--- config.mk ---
export PLATFORM = sky130hd
export DESIGN_NAME = vatom_unit
export DESIGN_NICKNAME = d
export VERILOG_FILES = /design/src/verilog/vatom_pkg.sv /design/src/verilog/vatom_mem.sv /design/src/verilog/vatom_unit.sv
export SDC_FILE = /design/constraint.sdc
export NUM_CORES = 2
export LEC_CHECK = 0
export ABC_AREA = 0
export BUFFER_PORTS_ARGS = -buffer_cell sky130_fd_sc_hd__buf_4
export CAP_MARGIN = 20
export CORE_MARGIN = 3
export CORE_UTILIZATION = 55
export CTS_CLUSTER_SIZE = 30
export DETAILED_ROUTE_END_ITERATION = 10
export PLACE_DENSITY = 0.74
export SETUP_SLACK_MARGIN = 0.05
export SYNTH_ARGS = -nofsm -noshare
export SYNTH_HDL_FRONTEND = slang
export SYNTH_HIERARCHICAL = 1
export SYNTH_SLANG_ARGS = --single-unit
--- constraint.sdc ---
create_clock -name clk -period 10.8 [get_ports clk]
set_input_delay 0.54 -clock clk [delete_from_list [all_inputs] [get_ports clk]]
set_output_delay 0.54 -clock clk [all_outputs]
set_load 0.05 [all_outputs]
--- src/verilog/vatom_pkg.sv ---
// package: command codes, widths and state encodings of the atomic unit
package vatom_pkg;
  localparam int CMD_W      = 7;
  localparam int DATA_W     = 128;
  localparam int HALF_W     = 64;
  localparam int ADDR_W     = 34;
  localparam int ADDR_SEL_B = 3;
  localparam int MEM_AW     = 4;
  localparam int MEM_DEPTH  = 16;
  localparam logic [CMD_W-1:0] CMD_NOT_AND_16B = 7'h44;
  localparam logic [CMD_W-1:0] CMD_NOT_OR_16B  = 7'h42;
  localparam logic [CMD_W-1:0] CMD_SET_16B     = 7'h41;
  localparam logic [CMD_W-1:0] CMD_TOGGLE_16B  = 7'h40;
  localparam logic [CMD_W-1:0] CMD_CAS_MAX_8B  = 7'h60;
  localparam logic [CMD_W-1:0] CMD_CAS_MIN_8B  = 7'h61;
  localparam logic [DATA_W-1:0] DATA_RST = 128'h0;
  localparam logic [ADDR_W-1:0] ADDR_RST = 34'h0;
  localparam logic [CMD_W-1:0]  CMD_RST  = 7'h00;
  typedef enum logic [1:0] {
    VATOM_IDLE  = 2'b00,
    VATOM_READ  = 2'b01,
    VATOM_WRITE = 2'b10
  } vatom_state_t;
endpackage : vatom_pkg

--- src/verilog/vatom_mem.sv ---
// small vault array model: one write port, registered read port
`timescale 1ns/1ps
module vatom_mem (
  // clock
  input  wire logic                           clk,
  // read port
  input  wire logic                           rd_en,
  input  wire logic [vatom_pkg::MEM_AW-1:0]   rd_addr,
  output logic      [vatom_pkg::DATA_W-1:0]   rd_data,
  // write port
  input  wire logic                           wr_en,
  input  wire logic [vatom_pkg::MEM_AW-1:0]   wr_addr,
  input  wire logic [vatom_pkg::DATA_W-1:0]   wr_data
);
  logic [vatom_pkg::DATA_W-1:0] mem_r [vatom_pkg::MEM_DEPTH];
  logic [vatom_pkg::DATA_W-1:0] rd_data_r;
  logic [vatom_pkg::DATA_W-1:0] rd_data_nxt;

  always_comb begin
    rd_data_nxt = rd_en ? mem_r[rd_addr] : rd_data_r;
  end

  always_ff @(posedge clk) begin
    rd_data_r <= rd_data_nxt;
    if (wr_en) begin
      mem_r[wr_addr] <= wr_data;
    end
  end

  assign rd_data = rd_data_r;
endmodule : vatom_mem

--- src/verilog/vatom_unit.sv ---
// atomic read-modify-write unit: bitwise 16-byte and 8-byte min/max
// Functional notes
// - not-and: store ~(mem & mask), return original
// - not-or: store ~(mem | mask), return original
// - set: store mem | mask, return original
// - toggle: store mem ^ mask, return original
// - bitwise flag set when any bit changes
// - bitwise: full 16-byte mask, 16-byte reply
// - comparisons treat operands as unsigned
// - max: write larger, return original 8 bytes
// - max flag when immediate strictly greater
// - min: write smaller, return original 8 bytes
// - min flag when immediate strictly less
// - min command code is 1100001
// - address bit 3 selects upper/lower half
// - 8-byte immediate sits in lower payload half
// - 8-byte reply: original low, upper zero
// - payload byte 0 at aligned block start
// - bit 7 most significant in each byte
`timescale 1ns/1ps
module vatom_unit (
  // clock and reset
  input  wire logic                            clk,
  input  wire logic                            rst,
  // request
  input  wire logic                            req_valid,
  output logic                                 req_ready,
  input  wire logic [vatom_pkg::CMD_W-1:0]     req_cmd,
  input  wire logic [vatom_pkg::ADDR_W-1:0]    request_address,
  input  wire logic [vatom_pkg::DATA_W-1:0]    req_payload,
  // response
  output logic                                 rsp_valid,
  output logic [vatom_pkg::DATA_W-1:0]         rsp_payload,
  output logic                                 atomic_flag,
  output logic                                 rsp_error
);
  //////////////////////////////////////////////////////////////////////////
  localparam int HW = vatom_pkg::HALF_W;
  localparam int DW = vatom_pkg::DATA_W;

  vatom_pkg::vatom_state_t       state_r, state_nxt;
  logic [vatom_pkg::CMD_W-1:0]   cmd_r, cmd_nxt;
  logic [vatom_pkg::ADDR_W-1:0]  addr_r, addr_nxt;
  logic [DW-1:0]                 imm_r, imm_nxt;
  logic [DW-1:0]                 wdata_r, wdata_nxt;
  logic                          wr_en_r, wr_en_nxt;
  logic                          rdy_r, rdy_nxt;
  logic                          rv_r, rv_nxt;
  logic [DW-1:0]                 rp_r, rp_nxt;
  logic                          af_r, af_nxt;
  logic                          err_r, err_nxt;
  logic [DW-1:0]                 mem_rd;
  logic [DW-1:0]                 result;
  logic                          flag;
  logic                          known;
  logic [HW-1:0]                 mem_half;
  logic [HW-1:0]                 imm_half;
  logic                          upper_sel;

  // block index: the four address bits just above the 16-byte offset
  vatom_mem u_mem (
    .clk     (clk),
    .rd_en   (state_r == vatom_pkg::VATOM_IDLE && req_valid && rdy_r),
    .rd_addr (request_address[vatom_pkg::MEM_AW+3:4]),
    .rd_data (mem_rd),
    .wr_en   (wr_en_r),
    .wr_addr (addr_r[vatom_pkg::MEM_AW+3:4]),
    .wr_data (wdata_r)
  );

  //////////////////////////////////////////////////////////////////////////
  // operand selection and arithmetic; vectors keep bit 7 of each byte
  // as its msb, so no byte swapping is needed
  always_comb begin
    upper_sel = addr_r[vatom_pkg::ADDR_SEL_B];
    mem_half  = upper_sel ? mem_rd[DW-1:HW] : mem_rd[HW-1:0];
    imm_half  = imm_r[HW-1:0];
    known     = 1'b1;
    result    = mem_rd;
    flag      = 1'b0;
    case (cmd_r)
      vatom_pkg::CMD_NOT_AND_16B: begin
        result = ~(mem_rd & imm_r);
        flag   = |(result ^ mem_rd);
      end
      vatom_pkg::CMD_NOT_OR_16B: begin
        result = ~(mem_rd | imm_r);
        flag   = |(result ^ mem_rd);
      end
      vatom_pkg::CMD_SET_16B: begin
        result = mem_rd | imm_r;
        flag   = |(result ^ mem_rd);
      end
      vatom_pkg::CMD_TOGGLE_16B: begin
        result = mem_rd ^ imm_r;
        flag   = |(result ^ mem_rd);
      end
      vatom_pkg::CMD_CAS_MAX_8B: begin
        // logic vectors compare unsigned
        flag   = imm_half > mem_half;
        result = upper_sel ?
                 {(flag ? imm_half : mem_half), mem_rd[HW-1:0]} :
                 {mem_rd[DW-1:HW], (flag ? imm_half : mem_half)};
      end
      vatom_pkg::CMD_CAS_MIN_8B: begin
        flag   = imm_half < mem_half;
        result = upper_sel ?
                 {(flag ? imm_half : mem_half), mem_rd[HW-1:0]} :
                 {mem_rd[DW-1:HW], (flag ? imm_half : mem_half)};
      end
      default: begin
        known = 1'b0;
      end
    endcase
  end

  //////////////////////////////////////////////////////////////////////////
  // sequencer: one request in flight at a time, so no second request can
  // touch the block between its read and its write-back
  always_comb begin
    state_nxt = state_r;
    cmd_nxt   = cmd_r;
    addr_nxt  = addr_r;
    imm_nxt   = imm_r;
    wdata_nxt = wdata_r;
    wr_en_nxt = 1'b0;
    rdy_nxt   = rdy_r;
    rv_nxt    = 1'b0;
    rp_nxt    = rp_r;
    af_nxt    = af_r;
    err_nxt   = err_r;
    case (state_r)
      vatom_pkg::VATOM_IDLE: begin
        rdy_nxt = 1'b1;
        if (req_valid && rdy_r) begin
          cmd_nxt   = req_cmd;
          addr_nxt  = request_address;
          imm_nxt   = req_payload;
          rdy_nxt   = 1'b0;
          state_nxt = vatom_pkg::VATOM_READ;
        end
      end
      vatom_pkg::VATOM_READ: begin
        // unknown commands answer with an error and leave memory alone
        wdata_nxt = result;
        wr_en_nxt = known;
        rv_nxt    = 1'b1;
        af_nxt    = flag;
        err_nxt   = ~known;
        if (cmd_r == vatom_pkg::CMD_CAS_MAX_8B ||
            cmd_r == vatom_pkg::CMD_CAS_MIN_8B) begin
          rp_nxt = {{HW{1'b0}}, mem_half};
        end else begin
          rp_nxt = mem_rd;
        end
        state_nxt = vatom_pkg::VATOM_WRITE;
      end
      vatom_pkg::VATOM_WRITE: begin
        // write lands this cycle; ready returns next cycle
        rdy_nxt   = 1'b1;
        state_nxt = vatom_pkg::VATOM_IDLE;
      end
      default: begin
        state_nxt = vatom_pkg::VATOM_IDLE;
      end
    endcase
  end

  always_ff @(posedge clk) begin
    if (rst) begin
      state_r <= vatom_pkg::VATOM_IDLE;
      cmd_r   <= vatom_pkg::CMD_RST;
      addr_r  <= vatom_pkg::ADDR_RST;
      imm_r   <= vatom_pkg::DATA_RST;
      wdata_r <= vatom_pkg::DATA_RST;
      wr_en_r <= 1'b0;
      rdy_r   <= 1'b0;
      rv_r    <= 1'b0;
      rp_r    <= vatom_pkg::DATA_RST;
      af_r    <= 1'b0;
      err_r   <= 1'b0;
    end else begin
      state_r <= state_nxt;
      cmd_r   <= cmd_nxt;
      addr_r  <= addr_nxt;
      imm_r   <= imm_nxt;
      wdata_r <= wdata_nxt;
      wr_en_r <= wr_en_nxt;
      rdy_r   <= rdy_nxt;
      rv_r    <= rv_nxt;
      rp_r    <= rp_nxt;
      af_r    <= af_nxt;
      err_r   <= err_nxt;
    end
  end

  assign req_ready   = rdy_r;
  assign rsp_valid   = rv_r;
  assign rsp_payload = rp_r;
  assign atomic_flag = af_r;
  assign rsp_error   = err_r;
endmodule : vatom_unit
=== Word level (Yosys, flattened, before mapping) ===
Memory sizes are Yosys's and may differ from the RTL's. A register that Yosys moved wholly into a read port is not among the register bits.
Index checks and enable logic that the tools add are counted.

* Memories kept: 1
* Logic and storage cells: 63
* Bits in writable memories: 2048
* Register bits after elaboration: 406

* Multiplexer cells: 16
* Equality and inequality tests: 9
* Reductions and logical operators: 13
* Bitwise logic cells: 11
* $lt $le $gt $ge: 2

{| class="wikitable"
|+ Memories
! memory !! words !! width !! rd ports !! clocked after memory_dff !! write ports !! RTL line !! text
|-
| u_mem.mem_r || 16 || 128 || 1 || 1 || 1 || vatom_mem.sv:15 || <nowiki>logic [vatom_pkg::DATA_W-1:0] mem_r [vatom_pkg::MEM_DEPTH];</nowiki>
|}

{| class="wikitable"
|+ Operator list
! operator !! count
|-
| case mux 128 bit (6 select lines) || 1
|-
| XOR 128 bit || 5
|-
| OR reduction 128 bit || 4
|-
| two-way mux 128 bit || 3
|-
| inverter 128 bit || 2
|-
| two-way mux 64 bit || 3
|-
| bitwise AND 128 bit || 1
|-
| bitwise OR 128 bit || 1
|-
| greater-than comparator 64 bit || 1
|-
| less-than comparator 64 bit || 1
|-
| equality test 7 bit, second input constant || 6
|-
| case mux 1 bit (6 select lines) || 1
|-
| OR reduction 6 bit || 1
|-
| two-way mux 1 bit || 5
|-
| case mux 2 bit (2 select lines) || 1
|-
| logical AND 1 bit || 3
|-
| equality test 2 x 1 -> 1 bit, second input constant || 1
|-
| equality test 2 bit, second input constant || 1
|-
| zero test 2 bit || 1
|-
| two-way mux 2 bit || 1
|-
| != test 2 x 1 -> 1 bit, second input constant || 1
|-
| inverter 1 bit || 2
|-
| case mux 1 bit (2 select lines) || 1
|-
| AND reduction 2 bit || 1
|-
| 3 further kinds || 3
|}

=== Longest topological paths before layout ===
* Word-level depth: 5
* Gate-level depth with buffers: 18
* Depth with buffers taken out: 12

=== Modules after synthesis ===
Netlist, hierarchy kept.

{| class="wikitable"
|+ Modules (own cells, without submodules)
! module !! cells an instance !! instances !! sequential area each (um2) !! area an instance (um2)
|-
| vatom_mem || 3365 || 1 || 65342.7 || 80628.6
|-
| vatom_unit || 4884 || 1 || 8067.7 || 37905.1
|}

=== Worst setup path before layout ===
OpenSTA, ideal clock, no wires.

* Path kind: register to register
* From: register wr_en_r
* To: memory u_mem/mem_r[0][0] (netlist name) (enable)
* Setup slack: 0.552 ns
* Arrival: 9.477 ns
* Cell stages (with the launch flop): 3
* Path buffers: 0
* Path through: dfxtp_1 or3b_2 nor3_1

* Cells in the longest elaborated chain, start to end: 2

{| class="wikitable"
|+ Ends and longest elaborated chain
! what !! RTL line !! text
|-
| start: declaration || vatom_unit.sv:46 || <nowiki>logic wr_en_r, wr_en_nxt;</nowiki>
|-
| start signal: assignment || vatom_unit.sv:188 || <nowiki>wr_en_r <= wr_en_nxt;</nowiki>
|-
| two-way mux 1 bit || vatom_mem.sv:25 || <nowiki>if (wr_en) begin</nowiki>
|-
| two-way mux 1 bit (not written as such) || vatom_mem.sv:26 || <nowiki>mem_r[wr_addr] <= wr_data;</nowiki>
|-
| end: declaration || vatom_mem.sv:15 ||
|}

Every way passes these cells.

=== Worst setup path after layout ===
* From: register addr_r[3] (netlist name)
* To: register wdata_r[102]

* Cells in the longest elaborated chain, start to end: 5
* Elaborated cells on any way between the ends: 8
* Those cells by class: 2 x order compare; 6 x mux

{| class="wikitable"
|+ Ends and longest elaborated chain
! what !! RTL line !! text
|-
| start: declaration || vatom_unit.sv:43 || <nowiki>logic [vatom_pkg::ADDR_W-1:0] addr_r, addr_nxt;</nowiki>
|-
| start signal: assignment || vatom_unit.sv:173 || <nowiki>addr_r <= vatom_pkg::ADDR_RST;</nowiki>
|-
| start signal: assignment || vatom_unit.sv:185 || <nowiki>addr_r <= addr_nxt;</nowiki>
|-
| two-way mux 64 bit || vatom_unit.sv:76 || <nowiki>mem_half = upper_sel ? mem_rd[DW-1:HW] : mem_rd[HW-1:0];</nowiki>
|-
| less-than comparator 64 bit or greater-than comparator 64 bit (tied branches) || vatom_unit.sv:106, vatom_unit.sv:100 ||
|-
| two-way mux 64 bit, on equally long branches || vatom_unit.sv:108, vatom_unit.sv:102 ||
|-
| two-way mux 128 bit, on equally long branches || vatom_unit.sv:107, vatom_unit.sv:101 ||
|-
| case mux 128 bit (6 select lines) (*) || vatom_unit.sv:81 || <nowiki>case (cmd_r)</nowiki>
|-
| end signal: assignment || vatom_unit.sv:175 || <nowiki>wdata_r <= vatom_pkg::DATA_RST;</nowiki>
|-
| end signal: assignment || vatom_unit.sv:187 || <nowiki>wdata_r <= wdata_nxt;</nowiki>
|-
| end: declaration || vatom_unit.sv:45 || <nowiki>logic [DW-1:0] wdata_r, wdata_nxt;</nowiki>
|}

Mark *: on every way between the ends. The rest lies on a longest branch, timed or not.
A chain may end at the register's enable or synchronous reset.

==> results.toml <==
[status]
status = "finished, final reports clean"

[critical_path]
cpPeakStageDelay_ns = 0.98
critPathRequiredTime_ns = 11.67
path_buf_inv = 2
critPathLaunchType = "flip-flop"
crit_family = "simple AND/OR/NAND/NOR gates"
critPathMaxFanout = 63
end_kind = "flip-flop"
worstSetupPathType = "reg -> reg"
crit_top_cell = "buf_4"
cp_cell_sequence = "buf_4 -> mux2i_1 -> ha_1 -> nand4_1 -> nor4_1 -> and3_1 -> nand3_4 -> buf_4 -> a211oi_1 -> or3b_1 -> o21a_1"
crit_slowest_cell = "a211oi_1"
critical_path_arrival_ns = 7.86

[floorplanning]
initial_utilization = 0.5561
io_pins = 304
core_area_um2 = 213100
rows = 169
die_w_um = 470.2
dieHeight_um = 470.2
design.die.area_um2 = 221100

[timing]
post-route-min-period_ns = 6.995
rsz0062_at_grt = "false"
hold_violations = 0
finalWorstSetupSlack_ns = 3.805
setup-violations-final = 0
worst_pin_slew_ns = 1.197
timing.final.max_slew_violations = 0
fin_setup_tns_ns = 0
fmax_mhz = 143.0
fin_skew_ns = 0.06388
slew_headroom = 0.2020
fin_crit_sh = 0.6477

[placement]
placed_area_um2 = 123900
dp_hpwl_mm = 267.7
post-place-ws_ns = 4.072
portBuffers = 274
placed_cells = 11026
gp_congestion = 1.055

[clocking]
cts_tree = "built"
clockBufferDepth = 4
clk_latency_ns = 0.97
clockRootBuffer = "clkbuf_16"
cts_sinks = 2579
post_cts_buffers = 0
htree_levels = 5
numCtsBuffers = 280
clk_pin_slew_ns = 0.06

[synth]
async_reset_ff_frac = 0
synth_top_area_share = 0.5513
synthTopCellsByCount = "2,176 x edfxtp_1, 813 x nand2_1, 704 x ha_1"
ys_seq_area_frac = 0.6193
synth_edf_count = 2176
netlist_area_um2 = 118500
synth_top_flop_cell = "edfxtp_1"
synth.net_count = 9125
post-synth-top-count-cell = "edfxtp_1"
synth_largest_area_cell = "edfxtp_1"
synth_area_leaders = "edfxtp_1 55%, mux4_2 9.0%, ha_1 7.4%"
synth.avg_cell_area_um2 = 14.37
ys_types = 65
ys_warn_count = 6
synth_cells = 8249
ys_ff_latch = 2579

[finish]
syn_to_final_growth_pct = 13.12
nNetsFinal = 9502
instances_no_fill = 11662
finish.utilization = 0.6291
drive_gt1_frac = 0.1734
postLayoutCellArea_um2 = 134100

[power_and_ir_drop]
p_leak_nw = 45.89
ir_drop_uv = 167.5
cellPowerDensity_nw_per_um2 = 165.6

[drt]
wl_per_cell_um = 36.72
vias_per_cell = 7.002
drt_iter0_drc = 13903
wirelength_mm = 428.3
drt-pass1-iter-count = 9
vias = 81661
drcViolationCount = 0
antenna_left = 0

[grt]
first_global_vias = 78813
gr-total-overflow = 0
grt_max_degree = 128
antenna_found_initial = 25
grt_pass1_wl_mm = 598.9
track_usage = 0.3807

[worst_hold_path]
worstHoldPathType = "in -> reg"

[job]
cap_violations = 0
## timing repair
item,4_1_cts,5_1_grt
endpoints found under the hold margin,133,0
gates resized for setup,0,0
hold buffers,133,0
## per-stage QoR
step                      hold slack, ns  total power [W]
after CTS                        0.01100          0.02219
final                            0.06893          0.02221
after global routing             0.05631          0.02271
after global placement            0.4407          0.01296
after floorplan                   0.4399          0.01221
after detailed placement          0.4444          0.01300
## cell families after synthesis
kind of cell               share of synthesized area
xor gates and xnor gates                    0.004138
AOI/OAI and AO/OA                            0.09349
buffers and inverters                        0.03088
adders and majority gates                    0.07431
and+or+nand+nor                              0.06405
muxes                                         0.1138
DFF                                           0.6193
## cell type report
| type | count | area (um2) |
|---|---|---|
| clock inverter | 104 | 859.6 |
| sequential | 2579 | 73410 |
| fill | 15119 | 79050 |
| tap | 2821 | 3530 |
| antenna | 11 | 27.53 |
| timing repair buffer | 672 | 5589 |
| inverter | 266 | 1006 |
| multi-input combinational | 4827 | 41770 |
| clock buffer | 382 | 7896 |
## path summary, 6_finish.rpt
kind | slack, ns | start | cells after the start | endpoint
setup / recovery | 3.81 | addr_r[3]$_SDFFE_PP0P_ | 11 | wdata_r[102]$_SDFFE_PP0P_
hold reg to reg | 0.45 | rsp_payload[90]$_SDFFE_PP0P_ | 2 | rsp_payload[90]$_SDFFE_PP0P_
setup reg to reg | 3.81 | addr_r[3]$_SDFFE_PP0P_ | 11 | wdata_r[102]$_SDFFE_PP0P_
hold / removal | 0.07 | rst | 2 | rsp_payload[64]$_SDFFE_PP0P_
## per-layer routing
metal	part of all wire	track usage
met5	0.00018	0
met4	0.060	0.1835
met3	0.15	0.1223
met2	0.43	0.5528
met1	0.36	0.5216
## power breakdown
group / switching (W) / leakage (nW) / internal, W / total (W)
Sequential: 0.000282 / 23.5 / 0.0109 / 0.0112
Clock: 0.00389 / 4.30 / 0.00539 / 0.00928
Combinational: 0.00118 / 18.1 / 0.000601 / 0.00178
Total: 0.00535 / 45.9 / 0.0169 / 0.0222
## worst reg2reg max path, stage by stage (launching register included)
cell	delay, ns
dfxtp_4	0.79
buf_4	0.81
mux2i_1	0.80
ha_1	0.22
nand4_1	0.44
nor4_1	0.64
and3_1	0.38
nand3_4	0.74
buf_4	0.76
a211oi_1	1.01
or3b_1	0.23
o21a_1	0.11
## flip-flops by register name, summed over array words and instances, names as in the netlist
signal	flops
cmd_r	7
rsp_payload	128
rsp_valid	1
u_mem/mem_r	2048
atomic_flag	1
rsp_error	1
wr_en_r	1
state_r	2
u_mem/rd_data	128
wdata_r	128
addr_r	5
req_ready	1
imm_r	128
## cell usage in the layout, fill, tap and decap left out, types with 271 or more instances in the layout
| cell | count |
|---|---|
| a21oi_1 | 487 |
| a22oi_1 | 275 |
| buf_4 | 518 |
| clkbuf_16 | 295 |
| dfxtp_1 | 402 |
| edfxtp_1 | 2176 |
| ha_1 | 704 |
| mux4_2 | 476 |
| nand2_1 | 812 |
| nand3_1 | 271 |
Note: power is estimated with default switching activity, not from simulation.
